## config.mk

```make
export PLATFORM = sky130hd
export DESIGN_NAME = instr_word_decoder
export DESIGN_NICKNAME = d
export VERILOG_FILES = /design/src/instr_word_decoder_pkg.sv /design/src/instr_word_decoder.sv
export SDC_FILE = /design/constraint.sdc
export NUM_CORES = 1
export LEC_CHECK = 0
export BUFFER_PORTS_ARGS = -buffer_cell sky130_fd_sc_hd__buf_2
export CORE_ASPECT_RATIO = 0.6
export CORE_MARGIN = 4
export CORE_UTILIZATION = 49
export CTS_BUF_LIST = sky130_fd_sc_hd__clkbuf_4 sky130_fd_sc_hd__clkbuf_8
export DETAILED_ROUTE_END_ITERATION = 6
export PLACE_DENSITY = 0.83
export SETUP_SLACK_MARGIN = 0.5
export SKIP_LAST_GASP = 1
export SLEW_MARGIN = 10
export SYNTH_ARGS = -nofsm -noshare
export SYNTH_HDL_FRONTEND = slang
export SYNTH_SLANG_ARGS = --single-unit
```

## constraint.sdc

```tcl
create_clock -name sys_clk -period 2.45 [get_ports sys_clk]
set_input_delay 0.3675 -clock sys_clk [delete_from_list [all_inputs] [get_ports sys_clk]]
set_output_delay 0.3675 -clock sys_clk [all_outputs]
set_load 0.05 [all_outputs]
```

## src/instr_word_decoder_pkg.sv

```systemverilog
// Purpose: shared constants and types for the instruction word decoder
// Assumes: 16-bit program words, four oscillator periods per cycle
// Notes: opcode class and cycle figures used by core and datapath
package instr_word_decoder_pkg;
	localparam int WORD_W = 16;
	localparam int PHASES_PER_CYCLE = 4;
	localparam int STD_INSTR_COUNT = 75;
	localparam int EXT_INSTR_COUNT = 8;
	localparam int TWO_WORD_COUNT = 4;
	localparam logic [3:0] SECOND_WORD_TAG = 4'hf;
	localparam logic [15:0] NOP_WORD = 16'h0000;
	localparam logic [1:0] PHASE_RESET = 2'h0;
	localparam logic [1:0] PHASE_LAST = 2'h3;
	// field positions
	localparam int F_LSB = 0;
	localparam int F_MSB = 7;
	localparam int A_POS = 8;
	localparam int D_POS = 9;
	localparam int B_LSB = 9;
	localparam int B_MSB = 11;
	localparam int S_POS = 0;
	localparam int M_LSB = 0;
	localparam int M_MSB = 1;
	localparam int PTR_LSB = 4;
	localparam int PTR_MSB = 5;
	localparam int N_LSB = 0;
	localparam int N_MSB = 10;
	typedef enum logic [2:0]
	{
		CLASS_NOP = 3'h0,
		CLASS_BYTE = 3'h1,
		CLASS_BIT = 3'h2,
		CLASS_LITERAL = 3'h3,
		CLASS_CONTROL = 3'h4
	} op_class_type;
	typedef enum logic [1:0]
	{
		SEQ_FIRST = 2'h0,
		SEQ_SECOND = 2'h1,
		SEQ_DEAD = 2'h3
	} seq_state_type;
endpackage : instr_word_decoder_pkg

```

## src/instr_word_decoder.sv

```systemverilog
// Purpose: split program words into class and operand fields, sequence
//          single, dual and dead instruction cycles
// Assumes: a new word is offered at phase 0 of each instruction cycle
// Notes: decoded fields change only at the first phase of a cycle
`timescale 1ns/1ns

// Summary of operation
// - accepts 75 core plus 8 extended instructions
// - one word mostly; four take two words
// - word splits into opcode and operand fields
// - classes: byte, bit, literal, control
// - byte ops carry file, destination, access fields
// - destination zero: working register; one: file
// - bit ops carry file, bit number, access
// - literal ops: value, pointer select, or none
// - control ops: address, call mode, table mode
// - second word begins with four ones
// - lone second word executes as no-operation
// - plain single word takes one cycle
// - taken test or branch adds dead cycle
// - two-word instructions take two cycles
// - instruction cycle is four oscillator periods
module instr_word_decoder
	import instr_word_decoder_pkg::*;
#(
	parameter int PHASES = PHASES_PER_CYCLE
)
(
	input wire logic sys_clk,
	input wire logic rst_n,
	input wire logic [15:0] prog_word,
	input wire logic skip_or_branch,
	output logic [1:0] osc_phase,
	output logic cycle_start,
	output op_class_type op_class,
	output logic [15:0] op_word,
	output logic [7:0] file_sel,
	output logic dest_to_file,
	output logic access_sel,
	output logic [2:0] bit_sel,
	output logic [7:0] literal_value,
	output logic [1:0] pointer_sel,
	output logic [10:0] branch_offset,
	output logic fast_mode,
	output logic [1:0] table_mode,
	output logic two_word,
	output logic second_half,
	output logic dead_cycle,
	output logic [1:0] cycle_count
);
	initial
	begin
		if (PHASES != PHASES_PER_CYCLE)
			$error("phase counter only serves four phases");
	end

	seq_state_type state;
	seq_state_type next_state;
	logic [1:0] phase;
	logic [15:0] word;
	op_class_type next_class;
	logic next_two_word;

	wire [3:0] top = prog_word[15:12];
	wire is_tail = (top == SECOND_WORD_TAG);
	// the four two-word opcodes: movff, call, lfsr, goto
	wire is_movff = (top == 4'hc);
	wire is_call_goto = (prog_word[15:9] == 7'h76) ||
		(prog_word[15:8] == 8'hef);
	wire is_lfsr = (prog_word[15:6] == 10'h3b8);
	wire first_two = is_movff || is_call_goto || is_lfsr;
	wire is_bit = (top >= 4'h7) && (top <= 4'hb);
	wire is_lit = (prog_word[15:12] == 4'h0) && (prog_word[11:8] != 4'h0)
		|| is_lfsr;
	wire is_ctrl = (top == 4'hd) || (top == 4'he) ||
		(prog_word[15:8] == 8'h00);
	wire start = (phase == PHASE_RESET);
	// a taken test or branch flushes the word fetched at that same edge
	wire flush = start && skip_or_branch && (state == SEQ_FIRST);
	wire take_new = start && !flush && (state != SEQ_SECOND);

	// opcode selects class; lone tails are nops
	always_comb
	begin
		next_class = CLASS_BYTE;
		if (prog_word == NOP_WORD || is_tail)
			next_class = CLASS_NOP;
		else if (is_bit)
			next_class = CLASS_BIT;
		else if (is_lit)
			next_class = CLASS_LITERAL;
		else if (is_ctrl)
			next_class = CLASS_CONTROL;
		next_two_word = first_two && !is_tail;
	end

	always_comb
	begin
		next_state = state;
		case (state)
			SEQ_FIRST:
				next_state = skip_or_branch ? SEQ_DEAD :
					(next_two_word ? SEQ_SECOND : SEQ_FIRST);
			// a skip cannot end the first half of a pair, so it is ignored
			SEQ_SECOND:
				next_state = SEQ_FIRST;
			SEQ_DEAD:
				next_state = next_two_word ? SEQ_SECOND : SEQ_FIRST;
			default:
				next_state = SEQ_FIRST;
		endcase
	end

	// four oscillator periods form one instruction cycle
	always_ff @(posedge sys_clk or negedge rst_n)
	begin
		if (!rst_n)
			phase <= PHASE_RESET;
		else
			phase <= phase + 2'h1;
	end

	// latch once per cycle so the datapath sees stable fields
	always_ff @(posedge sys_clk or negedge rst_n)
	begin
		if (!rst_n)
		begin
			state <= SEQ_FIRST;
			word <= NOP_WORD;
			op_class <= CLASS_NOP;
			two_word <= 1'b0;
		end
		else if (start)
		begin
			state <= next_state;
			if (flush)
			begin
				word <= NOP_WORD;
				op_class <= CLASS_NOP;
				two_word <= 1'b0;
			end
			else if (state == SEQ_SECOND)
				word <= prog_word;
			else
			begin
				word <= prog_word;
				op_class <= next_class;
				two_word <= next_two_word;
			end
		end
	end

	assign osc_phase = phase;
	assign cycle_start = start;
	assign op_word = word;
	assign file_sel = word[F_MSB:F_LSB];
	assign dest_to_file = word[D_POS];
	assign access_sel = word[A_POS];
	assign bit_sel = word[B_MSB:B_LSB];
	assign literal_value = word[F_MSB:F_LSB];
	assign pointer_sel = word[PTR_MSB:PTR_LSB];
	assign branch_offset = word[N_MSB:N_LSB];
	assign fast_mode = word[S_POS];
	assign table_mode = word[M_MSB:M_LSB];
	assign second_half = (state == SEQ_SECOND);
	assign dead_cycle = (op_class == CLASS_NOP) && (word == NOP_WORD);
	assign cycle_count = (two_word || state == SEQ_DEAD) ? 2'h2 : 2'h1;

	counter_a: assert property (@(posedge sys_clk) disable iff (!rst_n)
		phase == PHASE_LAST |=> phase == PHASE_RESET)
		else $error("cycle not four periods");
	stable_a: assert property (@(posedge sys_clk) disable iff (!rst_n)
		!start |=> $stable(op_word))
		else $error("fields changed mid cycle");
	tail_nop_a: assert property (@(posedge sys_clk) disable iff (!rst_n)
		start && state == SEQ_FIRST && is_tail |=> op_class == CLASS_NOP)
		else $error("lone tail not nop");
	two_cycle_a: assert property (@(posedge sys_clk) disable iff (!rst_n)
		take_new && first_two |=> state == SEQ_SECOND)
		else $error("two-word not two cycles");
	dead_a: assert property (@(posedge sys_clk) disable iff (!rst_n)
		start && state == SEQ_FIRST && skip_or_branch
		|=> state == SEQ_DEAD && op_class == CLASS_NOP
		##4 state != SEQ_DEAD)
		else $error("dead cycle missing");
	single_a: assert property (@(posedge sys_clk) disable iff (!rst_n)
		start && state == SEQ_FIRST && !first_two && !skip_or_branch
		|=> state == SEQ_FIRST)
		else $error("single word took extra cycle");
	bit_class_a: assert property (@(posedge sys_clk) disable iff (!rst_n)
		take_new && is_bit && prog_word != NOP_WORD
		|=> op_class == CLASS_BIT)
		else $error("bit op misclassed");
	dest_a: assert property (@(posedge sys_clk) disable iff (!rst_n)
		dest_to_file == op_word[D_POS])
		else $error("destination field wrong");

	cover property (@(posedge sys_clk) state == SEQ_SECOND);
	cover property (@(posedge sys_clk) state == SEQ_DEAD);
	cover property (@(posedge sys_clk) op_class == CLASS_CONTROL);
endmodule : instr_word_decoder

```

Yosys cells after proc, flatten, opt, wreduce, memory -nomap -nowiden

Index checks and enable logic that the tools add are counted.

Add/subtract/negate cells: 1
Magnitude comparators: 2
Equal/unequal tests: 10
Multiplexer cells: 13
Reduce and logical (&&, ||, !) cells: 24

Operators by type and width:

| cell                                                               | count |
|---|---|
| zero test 16 bit                                                   | 2 |
| 2-to-1 mux 3 bit                                                   | 6 |
| == test 4 bit (second input constant)                              | 4 |
| 2-to-1 mux 16 bit                                                  | 1 |
| == test 10 bit (second input constant)                             | 1 |
| == test 8 bit (second input constant)                              | 1 |
| zero test 8 bit                                                    | 1 |
| logical OR 1 bit                                                   | 8 |
| == test 7 bit (second input constant)                              | 1 |
| logical AND 1 bit                                                  | 6 |
| greater-or-equal comparator 4 x 3 -> 1 bit (second input constant) | 1 |
| less-or-equal comparator 4 bit (second input constant)             | 1 |
| zero test 2 bit                                                    | 2 |
| zero test 4 bit                                                    | 1 |
| 2-to-1 mux 2 bit                                                   | 2 |
| case mux 2 bit (2 select lines)                                    | 1 |
| nonzero test 4 bit                                                 | 1 |
| zero test 3 bit                                                    | 1 |
| 2-to-1 mux 1 bit                                                   | 3 |
| adder 2 x 1 -> 2 bit (second input constant)                       | 1 |
| == test 2 x 1 -> 1 bit (second input constant)                     | 1 |
| == test 2 bit (second input constant)                              | 1 |
| != test 2 x 1 -> 1 bit (second input constant)                     | 1 |
| AND reduction 2 bit                                                | 1 |
| zero test 1 bit                                                    | 1 |

Flip-flop bits (word level): 24
Bits of input ports: 19
Logic and storage cells: 55

Logic depth before layout (Yosys ltp)

Gate-level depths: netlist of run 1.

Word-level depth: 9
Depth in mapped cells: 6

Worst setup path after synthesis of run 1

Ideal clock, no wire load.

Path kind: register to output
From: reg word[0], in the netlist op_word[0]
To: out dead_cycle
Arrival time: 2.492 ns
Required time: 2.082 ns
Path slack: -0.409 ns
Cell stages (with the launch flop): 4
Path buffers: 0
Path through: dfrtp_1 nor4_1 nand4_1 nor4_1

Longest elaborated chain between the ends: 2

RTL lines:

| element                | line                      | source |
|---|---|---|
| start, declared        | instr_word_decoder.sv:60  | `logic [15:0] word;` |
| start signal, assigned | instr_word_decoder.sv:143 | `word <= prog_word;` |
| start signal, assigned | instr_word_decoder.sv:146 | `word <= prog_word;` |
| zero test 16 bit       | instr_word_decoder.sv:166 | `assign dead_cycle = (op_class == CLASS_NOP) && (word == NOP_WORD);` |
| logical AND 1 bit      | instr_word_decoder.sv:166 |  |
| end, declared          | instr_word_decoder.sv:48  | `output logic dead_cycle,` |

Every way passes these cells.

Worst setup path in the final report of run 1

From: reg op_class[1]
To: out dead_cycle

Longest elaborated chain between the ends: 2

RTL lines:

| element                | line                      | source |
|---|---|---|
| start, declared        | instr_word_decoder.sv:35  | `output op_class_type op_class,` |
| start signal, assigned | instr_word_decoder.sv:147 | `op_class <= next_class;` |
| zero test 3 bit        | instr_word_decoder.sv:166 |  |
| logical AND 1 bit      | instr_word_decoder.sv:166 |  |

Every way passes these cells.

==> flow_metrics.env, run 1 <==
export IMPL_timing_reg2reg_worst_path_depth=6
export IMPL_layout_filler_cells=252
export IMPL_worstSetupPathType="reg -> out"
export IMPL_pwr_share_comb=0.451
export IMPL_outcome="finished, final reports clean"
export IMPL_synth_area_leader_cell="sky130_fd_sc_hd__dfrtp_1"
export IMPL_drive_gt1_frac=0.514
export IMPL_stdcell_area_sq_um=1850
export IMPL_initial_drt_pass_iterations=4
export IMPL_groute_layer_met1_usage=0.237
export IMPL_max_cap_violations=0
export IMPL_synth_distinct_cells=33
export IMPL_fin_nets=246
export IMPL_synth_top_cell_area_share=0.403
export IMPL_grt_antenna_before_repair=0
export IMPL_layout_common_cells="sky130_fd_sc_hd__buf_2, sky130_fd_sc_hd__inv_1, sky130_fd_sc_hd__nand2_1"
export IMPL_final_setup_viol_count=0
export IMPL_yosys_warnings=0
export IMPL_detailedPlace_worstSlack_ps=488
export IMPL_hold_class="in -> async"
export IMPL_yosys_area_share_adder=0.0336
export IMPL_place_congestion=0.832
export IMPL_synthesis_nets=194
export IMPL_synth_top_flop_cell="sky130_fd_sc_hd__dfrtp_1"
export IMPL_grt_busiest_layer="met2"
export IMPL_wl_per_cell_microns=13.2
export IMPL_worst_ep_required_time_ps=2080
export IMPL_timing_max_slew_rel_slack=0.647
export IMPL_pin_count=83
export IMPL_num_vias=1275
export IMPL_rr_startpoint="state[1]"
export IMPL_dp_cells=257
export IMPL_share_seq_of_total_power=0.325
export IMPL_start_kind="flop"
export IMPL_synth_area_top_cells="sky130_fd_sc_hd__dfrtp_1, sky130_fd_sc_hd__buf_4, sky130_fd_sc_hd__inv_1, sky130_fd_sc_hd__o21ai_0, sky130_fd_sc_hd__nand2_1"
export IMPL_synth_seq_area_share=0.403
export IMPL_design_die_area_sq_um=4020
export IMPL_buffer_ports_inserted=82
export IMPL_synthToLayoutAreaGrowth_pct=24.0
export IMPL_synth_seq_cells=24
export IMPL_power_density_nw_per_um2=840
export IMPL_grt_max_degree=25
export IMPL_max_vdd_ir_drop_mv=0.439
export IMPL_gr_usage_met3=0.0538
export IMPL_multi_input_area_sq_um=571
export IMPL_vias_per_cell=4.83
export IMPL_count_of_non_filler_cells_in_the_finished_layout=264
export IMPL_power_switching_uw=738
export IMPL_chipWidth_microns=79.2
export IMPL_crit_fanout=3
export IMPL_switching_share=0.475
export IMPL_clk_transition_reported_paths_ps=80
export IMPL_setup_reg_to_reg_worst_slack_ps=870
export IMPL_synthCells=171
export IMPL_post_synth_cell_area_avg_sq_um=8.72
export IMPL_finalClockSkew_ps=2.48
export IMPL_grt_ovfl_total=0
export IMPL_die_height_microns=50.7
export IMPL_synth_xor_area_frac=0.00587
export IMPL_grt_use_total=0.174
export IMPL_mostFrequentLayoutCell="sky130_fd_sc_hd__buf_2"
export IMPL_cts_htree_levels=1
export IMPL_fmax_ghz=0.488
export IMPL_slew_viol_final=0
export IMPL_sum_of_negative_setup_slack_ps=0
export IMPL_timing_final_ws_setup_ps=400
export IMPL_drt_initial_drc_count=48
export IMPL_slew_worst_pin_ps=529
export IMPL_syn_cell_area_sq_um=1490
export IMPL_drcViolationCount=0
export IMPL_cts_max_path_buffers=2
export IMPL_crit_reg2reg_capture="op_class[2]"
export IMPL_rows=15
export IMPL_synth_top_family_by_area="buffers and inverters"
export IMPL_cp_arrival_ps=1680
export IMPL_async_reset_ff_frac=1.00
export IMPL_diodes_inserted=0
export IMPL_min_period_over_period=0.837
export IMPL_initial_utilization=0.516
export IMPL_static_leakage_power_nw=0.964
export IMPL_placed_inst_area_sq_um=1720
export IMPL_cts_root_buf="sky130_fd_sc_hd__clkbuf_8"
export IMPL_power_share_clock=0.223
export IMPL_place_hpwl_microns=2700
export IMPL_cellInternalPower_uw=815
export IMPL_rsz0062_at_grt="yes"
export IMPL_synth_edff_count=0
export IMPL_cts_num_sinks=24
export IMPL_floorplan_core_area_sq_um=2890
export IMPL_fin_util=0.640
export IMPL_via_count_of_the_first_global_routing_pass=1132
export IMPL_end_kind="output port"
export IMPL_drt_total_wl_microns=3500
export IMPL_synth_simple_gate_area_share=0.175
export IMPL_design_power_total_mw=1.55
export IMPL_grt_met2_usage=0.271
export IMPL_layout_area_seq_sq_um=614
export IMPL_cts_inserted_buffers=3
export IMPL_grt_first_pass_wirelength_microns=5350
export IMPL_synth_mux_area_frac=0
export IMPL_layout_min_cycle_time_ps=2050
export IMPL_worstSkewPairLatency_ps=270
export IMPL_antenna_left=0
export IMPL_fraction_of_the_mapped_netlist_area_in_compound_gates=0.131
export IMPL_cts_tree="done"
export IMPL_timing_hold_violations_final=0
export IMPL_tightest_hold_margin_ps=65.4
-- power by group through the flow --
stage | Combinational (mW) | Clock (mW) | Sequential (mW)
after floorplan | 0.474 | 0 | 0.650
after global placement | 0.683 | 0 | 0.504
after detailed placement | 0.685 | 0 | 0.509
after CTS | 0.706 | 0.354 | 0.505
after global routing | 0.732 | 0.368 | 0.514
final | 0.701 | 0.347 | 0.505
-- how the worst max path moves through the flow --
stage	cells past startpoint	to	slack, ps	from
global placement	4	dead_cycle	510	op_word[1]
CTS	4	dead_cycle	450	op_word[1]
floorplan	3	dead_cycle	460	op_class[2]
detailed placement	4	dead_cycle	490	op_word[1]
global route	4	dead_cycle	340	op_word[7]
finish	4	dead_cycle	400	op_class[1]
-- cell usage after synthesis, drive strengths merged (3+ instances only) --
library cell  count
buf              37
dfrtp            24
inv              23
nand2            20
o21ai            17
nor4              8
ha                4
nand2b            4
clkbuf            3
nor2b             3
-- logic make-up after synthesis --
group | after synthesis
compound gates | 30
xor+xnor | 1
simple gates | 49
flops | 24
buf+inv | 63
fa+ha+maj | 4
-- worst max-delay path, cell delays in order, from the launching register on --
cell	delay, ps
sky130_fd_sc_hd__dfrtp_2	430
sky130_fd_sc_hd__nor4_2	330
sky130_fd_sc_hd__nand4_1	250
sky130_fd_sc_hd__nor4_4	210
sky130_fd_sc_hd__buf_6	190
-- final cells by class --
type,instances,area share
well taps,42,0.0284
clock inverters,1,0.0162
repair buffers,87,0.246
clock buffers,3,0.0223
multi-input cells,84,0.309
inverters,23,0.0467
flip-flops and latches,24,0.332
-- flip-flops by register name, summed over array words and instances, names as in the netlist --
name and flops:
op_word 16, op_class 3, state 2, osc_phase 2, two_word 1
-- routing by layer --
layer,part of all wire,wire (microns)
met1,0.46,1590
met2,0.43,1510
met5,0,0
met4,0.010,35
met3,0.10,353
-- timing repair --
item / CTS / global route
hold buffers: 0 / 0
pin swaps: 2 / 1
setup endpoints to repair: 1 / 1
resized for setup: 7 / 0
buffers inserted: 3 / 0
Power figures use the tool's default switching activity.
==> run 2: changes to the inputs <==
--- a/config.mk
+++ b/config.mk
@@ -8,10 +8,10 @@
 export BUFFER_PORTS_ARGS = -buffer_cell sky130_fd_sc_hd__buf_2
 export CORE_ASPECT_RATIO = 0.6
 export CORE_MARGIN = 4
-export CORE_UTILIZATION = 49
+export CORE_UTILIZATION = 46
 export CTS_BUF_LIST = sky130_fd_sc_hd__clkbuf_4 sky130_fd_sc_hd__clkbuf_8
 export DETAILED_ROUTE_END_ITERATION = 6
-export PLACE_DENSITY = 0.83
+export PLACE_DENSITY = 0.79
 export SETUP_SLACK_MARGIN = 0.5
 export SKIP_LAST_GASP = 1
 export SLEW_MARGIN = 10
==> constraint.sdc (replaced) <==
create_clock -name sys_clk -period 1.9 [get_ports sys_clk]
set_input_delay 0.285 -clock sys_clk [delete_from_list [all_inputs] [get_ports sys_clk]]
set_output_delay 0.285 -clock sys_clk [all_outputs]
set_load 0.05 [all_outputs]
==> flow_metrics.env, run 2 (synthesis gave the netlist of run 1 again) <==
export IMPL_outcome="complete, but fails checks"
export IMPL_failed_checks="negative hold slack, negative setup slack"
export IMPL_drt_total_wl_microns=4460
export IMPL_worstSkewPairLatency_ps=270
export IMPL_count_of_non_filler_cells_in_the_finished_layout=273
export IMPL_initial_drt_pass_iterations=4
export IMPL_rsz0062_at_grt="yes"
export IMPL_max_cap_violations=0
export IMPL_vias_per_cell=5.15
export IMPL_cts_inserted_buffers=3
export IMPL_layout_common_cells="sky130_fd_sc_hd__buf_2, sky130_fd_sc_hd__inv_1, sky130_fd_sc_hd__nand2_1, sky130_fd_sc_hd__dfrtp_2"
export IMPL_slew_viol_final=0
export IMPL_power_share_clock=0.177
export IMPL_hold_class="in -> async"
export IMPL_final_setup_viol_count=1
export IMPL_grt_use_total=0.193
export IMPL_min_period_over_period=1.01
export IMPL_wl_per_cell_microns=16.3
export IMPL_stdcell_area_sq_um=2130
export IMPL_start_kind="flop"
export IMPL_dp_cells=257
export IMPL_fmax_ghz=0.519
export IMPL_timing_max_slew_rel_slack=0.638
export IMPL_buffer_ports_inserted=82
export IMPL_tightest_hold_margin_ps=-15.2
export IMPL_grt_antenna_before_repair=0
export IMPL_cts_htree_levels=1
export IMPL_timing_hold_violations_final=24
export IMPL_cts_tree="done"
export IMPL_share_seq_of_total_power=0.323
export IMPL_layout_min_cycle_time_ps=1930
export IMPL_synthToLayoutAreaGrowth_pct=42.9
export IMPL_cts_max_path_buffers=2
export IMPL_cp_arrival_ps=1640
export IMPL_design_die_area_sq_um=4250
export IMPL_num_vias=1407
export IMPL_worst_ep_required_time_ps=1620
export IMPL_max_vdd_ir_drop_mv=0.586
export IMPL_mostFrequentLayoutCell="sky130_fd_sc_hd__buf_2"
export IMPL_placed_inst_area_sq_um=1800
export IMPL_cellInternalPower_mw=1.02
export IMPL_power_density_nw_per_um2=959
export IMPL_largest_register_ffs=16
export IMPL_grt_max_degree=25
export IMPL_diodes_inserted=0
export IMPL_drt_initial_drc_count=51
export IMPL_rows=15
export IMPL_cts_root_buf="sky130_fd_sc_hd__clkbuf_8"
export IMPL_worstSetupPathType="reg -> out"
export IMPL_grt_ovfl_total=0
export IMPL_antenna_left=0
export IMPL_slew_worst_pin_ps=543
export IMPL_drcViolationCount=0
export IMPL_pin_count=83
export IMPL_place_hpwl_microns=2970
export IMPL_crit_fanout=6
export IMPL_finalClockSkew_ps=2.48
export IMPL_grt_first_pass_wirelength_microns=6170
export IMPL_place_congestion=0.801
export IMPL_fin_nets=255
export IMPL_power_switching_mw=1.02
export IMPL_switching_share=0.499
export IMPL_clk_transition_reported_paths_ps=90
export IMPL_design_power_total_mw=2.04
export IMPL_detailedPlace_worstSlack_ps=14.9
export IMPL_via_count_of_the_first_global_routing_pass=1216
export IMPL_cts_num_sinks=24
export IMPL_die_height_microns=52.1
export IMPL_initial_utilization=0.500
export IMPL_static_leakage_power_nw=1.04
export IMPL_floorplan_core_area_sq_um=2980
export IMPL_drive_gt1_frac=0.628
export IMPL_end_kind="output port"
export IMPL_pwr_share_comb=0.499
export IMPL_cts_hold_buffers=0
export IMPL_timing_final_ws_setup_ps=-27.6
export IMPL_chipWidth_microns=81.5
run 2: cell types whose count changed in the layout (fill, tap and decap cells not counted), moves of 4 or more:
cell,before,now
sky130_fd_sc_hd__dfrtp_2,11,19
sky130_fd_sc_hd__buf_2,81,77
sky130_fd_sc_hd__o21ai_1,0,9
sky130_fd_sc_hd__o21ai_0,17,7
sky130_fd_sc_hd__inv_1,23,19
sky130_fd_sc_hd__dfrtp_1,13,5
sky130_fd_sc_hd__buf_4,5,9
run 2: area by class of cell:
class	instances	area, sq um
multi-input combinational	84	691
timing repair buffer	96	613
sequential	24	624
inverter	23	95.1
tap	42	52.6
fill	219	853
clock buffer	4	55.1
run 2: stage by stage:
stage,TNS (ps),hold slack [ps],utilization
floorplan,0,-10.6,-
global placement,0,303,0.603
detailed placement,0,300,0.603
CTS,-27.6,6.55,0.675
global route,-100,29.1,0.714
finish,-27.6,-15.2,0.714
run 2: power groups by stage:
stage / sequential [mW] / clock (mW) / combinational [mW]
6_report: 0.661 / 0.363 / 1.02
5_1_grt: 0.674 / 0.390 / 1.06
4_1_cts: 0.661 / 0.356 / 0.997
3_5_place_dp: 0.660 / 0 / 0.918
3_3_place_gp: 0.654 / 0 / 0.914
2_1_floorplan: 0.843 / 0 / 0.639
run 2: path summary, 6_finish.rpt:
path                              start  cells past startpoint  slack [ps]           end
max                          op_word[2]                      4         -30    dead_cycle
min                               rst_n                      1         -20      state[1]
max reg2reg                    state[1]                      8         390   op_class[2]
min reg2reg                osc_phase[0]                      1         440  osc_phase[0]
max in group asynchronous         rst_n                      1        1520   op_class[0]
min in group sys_clk       prog_word[6]                      3         230    op_word[6]
run 2: worst max-delay path, cell delays in order, from the launching register on:
cell and delay (ps):
sky130_fd_sc_hd__dfrtp_2 460, sky130_fd_sc_hd__nor4_4 300, sky130_fd_sc_hd__nand4_1 220, sky130_fd_sc_hd__nor4_4 200
sky130_fd_sc_hd__buf_6 190
run 2: repair_timing:
| action | CTS | global route |
|---|---|---|
| buffers inserted | 6 | 4 |
| gates cloned | 0 | 2 |
| gates resized for setup | 23 | 9 |
| setup endpoints to repair | 23 | 9 |
| pin swaps | 5 | 5 |
run 2: metal layers:
metal  up-vias  wire length (microns)  track usage
met5         -                      0            0
met2        82                   2090        0.308
met3         8                    472       0.0415
met4         0                     60       0.0253
li1        650                      -            -
met1       667                   1840        0.274
==> run 3: changes to the inputs <==
==> constraint.sdc (replaced) <==
create_clock -name sys_clk -period 1.9 [get_ports sys_clk]
set_input_delay 0.285 -clock sys_clk [delete_from_list [all_inputs] [get_ports sys_clk]]
set_output_delay 0.285 -clock sys_clk [all_outputs]
set_load 0.02 [all_outputs]
==> flow_metrics.env, run 3 (synthesis gave the netlist of run 1 again) <==
export IMPL_outcome="complete, but fails checks"
export IMPL_failed_checks="negative hold slack"
export IMPL_max_vdd_ir_drop_mv=0.506
export IMPL_clk_transition_reported_paths_ps=90
export IMPL_cts_num_sinks=24
export IMPL_synthToLayoutAreaGrowth_pct=35.1
export IMPL_vias_per_cell=4.91
export IMPL_worst_ep_required_time_ps=1620
export IMPL_grt_use_total=0.183
export IMPL_grt_ovfl_total=0
export IMPL_grt_antenna_before_repair=0
export IMPL_setup_worst_path_end="dead_cycle"
export IMPL_worstSetupPathType="reg -> out"
export IMPL_crit_reg2reg_capture="op_class[0]"
export IMPL_slew_worst_pin_ps=559
export IMPL_wl_per_cell_microns=14.3
export IMPL_final_setup_viol_count=0
export IMPL_max_cap_violations=0
export IMPL_drcViolationCount=0
export IMPL_pin_count=83
export IMPL_power_density_nw_per_um2=841
export IMPL_hold_class="in -> async"
export IMPL_gr_usage_met3=0.0536
export IMPL_layout_filler_cells=231
export IMPL_cts_max_path_buffers=2
export IMPL_fin_nets=252
export IMPL_antenna_left=0
export IMPL_setup_reg_to_reg_worst_slack_ps=460
export IMPL_layout_min_cycle_time_ps=1900
export IMPL_setup_worst_path_start="op_word[7]"
export IMPL_initial_utilization=0.500
export IMPL_drt_total_wl_microns=3860
export IMPL_cts_inserted_buffers=3
export IMPL_static_leakage_power_nw=1.02
export IMPL_cts_htree_levels=1
export IMPL_rows=15
export IMPL_place_congestion=0.819
export IMPL_place_hpwl_microns=2720
export IMPL_worstSkewPairLatency_ps=270
export IMPL_chipWidth_microns=81.5
export IMPL_stdcell_area_sq_um=2010
export IMPL_drt_initial_drc_count=64
export IMPL_grt_busiest_layer="met2"
export IMPL_cts_tree="done"
export IMPL_timing_hold_violations_final=5
export IMPL_fmax_ghz=0.527
export IMPL_die_height_microns=52.1
export IMPL_grt_first_pass_wirelength_microns=5790
export IMPL_rr_startpoint="state[1]"
export IMPL_initial_drt_pass_iterations=4
export IMPL_largest_register_ffs=16
export IMPL_buffer_ports_inserted=82
export IMPL_rsz0062_at_grt="yes"
export IMPL_grt_max_degree=25
export IMPL_tightest_hold_margin_ps=-4.32
export IMPL_timing_reg2reg_worst_path_depth=7
export IMPL_drive_gt1_frac=0.539
export IMPL_crit_fanout=6
export IMPL_mostFrequentLayoutCell="sky130_fd_sc_hd__buf_2"
export IMPL_grt_met2_usage=0.292
export IMPL_end_kind="output port"
export IMPL_cp_arrival_ps=1610
export IMPL_finalClockSkew_ps=0.811
export IMPL_floorplan_core_area_sq_um=2980
export IMPL_slew_viol_final=0
export IMPL_cts_root_buf="sky130_fd_sc_hd__clkbuf_8"
export IMPL_layout_common_cells="sky130_fd_sc_hd__buf_2, sky130_fd_sc_hd__dfrtp_1, sky130_fd_sc_hd__inv_1, sky130_fd_sc_hd__nand2_1, sky130_fd_sc_hd__o21ai_0"
export IMPL_diodes_inserted=0
export IMPL_design_die_area_sq_um=4250
export IMPL_fin_util=0.675
export IMPL_groute_layer_met1_usage=0.246
export IMPL_timing_max_slew_rel_slack=0.627
export IMPL_min_period_over_period=0.999
export IMPL_via_count_of_the_first_global_routing_pass=1203
export IMPL_num_vias=1327
export IMPL_start_kind="flop"
export IMPL_placed_inst_area_sq_um=1740
-- run 3: cell count changes in the layout (fill, tap and decap cells not counted), sizes merged --
cell      before  now
clkbuf         6    3
buf           94   93
bufinv         0    1
clkinvlp       1    0
inv           22   23
-- run 3: how the worst min path moves through the flow --
stage / cells past startpoint / slack [ps] / end / from
2_1_floorplan: 0 / -10 / op_class[0] / rst_n
3_3_place_gp: 1 / 300 / op_word[7] / rst_n
3_5_place_dp: 1 / 310 / op_word[7] / rst_n
4_1_cts: 1 / 10 / op_word[7] / rst_n
5_1_grt: 1 / 10 / op_word[7] / rst_n
6_report: 1 / -4 / op_word[7] / rst_n
-- run 3: critical path, stage by stage (launching register included) --
cell and delay, ps:
sky130_fd_sc_hd__dfrtp_1 430, sky130_fd_sc_hd__nor4_2 290, sky130_fd_sc_hd__nand4_1 250, sky130_fd_sc_hd__nor4_4 190, sky130_fd_sc_hd__buf_4 180
-- run 3: layer usage --
layer	up-vias	routed length (microns)
met5	-	0
met4	0	36
met3	4	382
met2	69	1720
met1	607	1720
li1	647	-
-- run 3: report_power, final --
part / switching (mW) / internal (mW)
Clock: 0.169 / 0.282
Combinational: 0.373 / 0.225
Sequential: 0.0737 / 0.571
Total: 0.616 / 1.08
-- run 3: repair_timing --
item                       4_1_cts  5_1_grt
pin swaps                        9        4
resized for setup               24        8
setup endpoints to repair       24        9
hold buffers                     0        0
cloned                           0        0
buffers inserted                 7        3
-- run 3: per-stage QoR --
stage / cells / TNS [ps] / power (mW) / setup WS, ps / hold WS, ps
5_1_grt: 270 / -145 / 1.78 / -145 / 13.8
3_5_place_dp: 256 / 0 / 1.17 / 213 / 308
4_1_cts: 267 / -20.0 / 1.69 / -20.0 / 10.7
3_3_place_gp: 256 / 0 / 1.17 / 201 / 303
2_1_floorplan: 171 / 0 / 1.08 / 390 / -10.6
6_report: 270 / 0 / 1.69 / 1.17 / -4.32
-- run 3: area by class of cell --
cell class              count  area (sq um)  area share
clock buffers               3          41.3      0.0205
clock inverters             1          30.0      0.0149
inverters                  23          91.3      0.0453
multi-input cells          84           663       0.329
flip-flops and latches     24           604       0.300
well taps                  42          52.6      0.0261
repair buffers             93           532       0.264
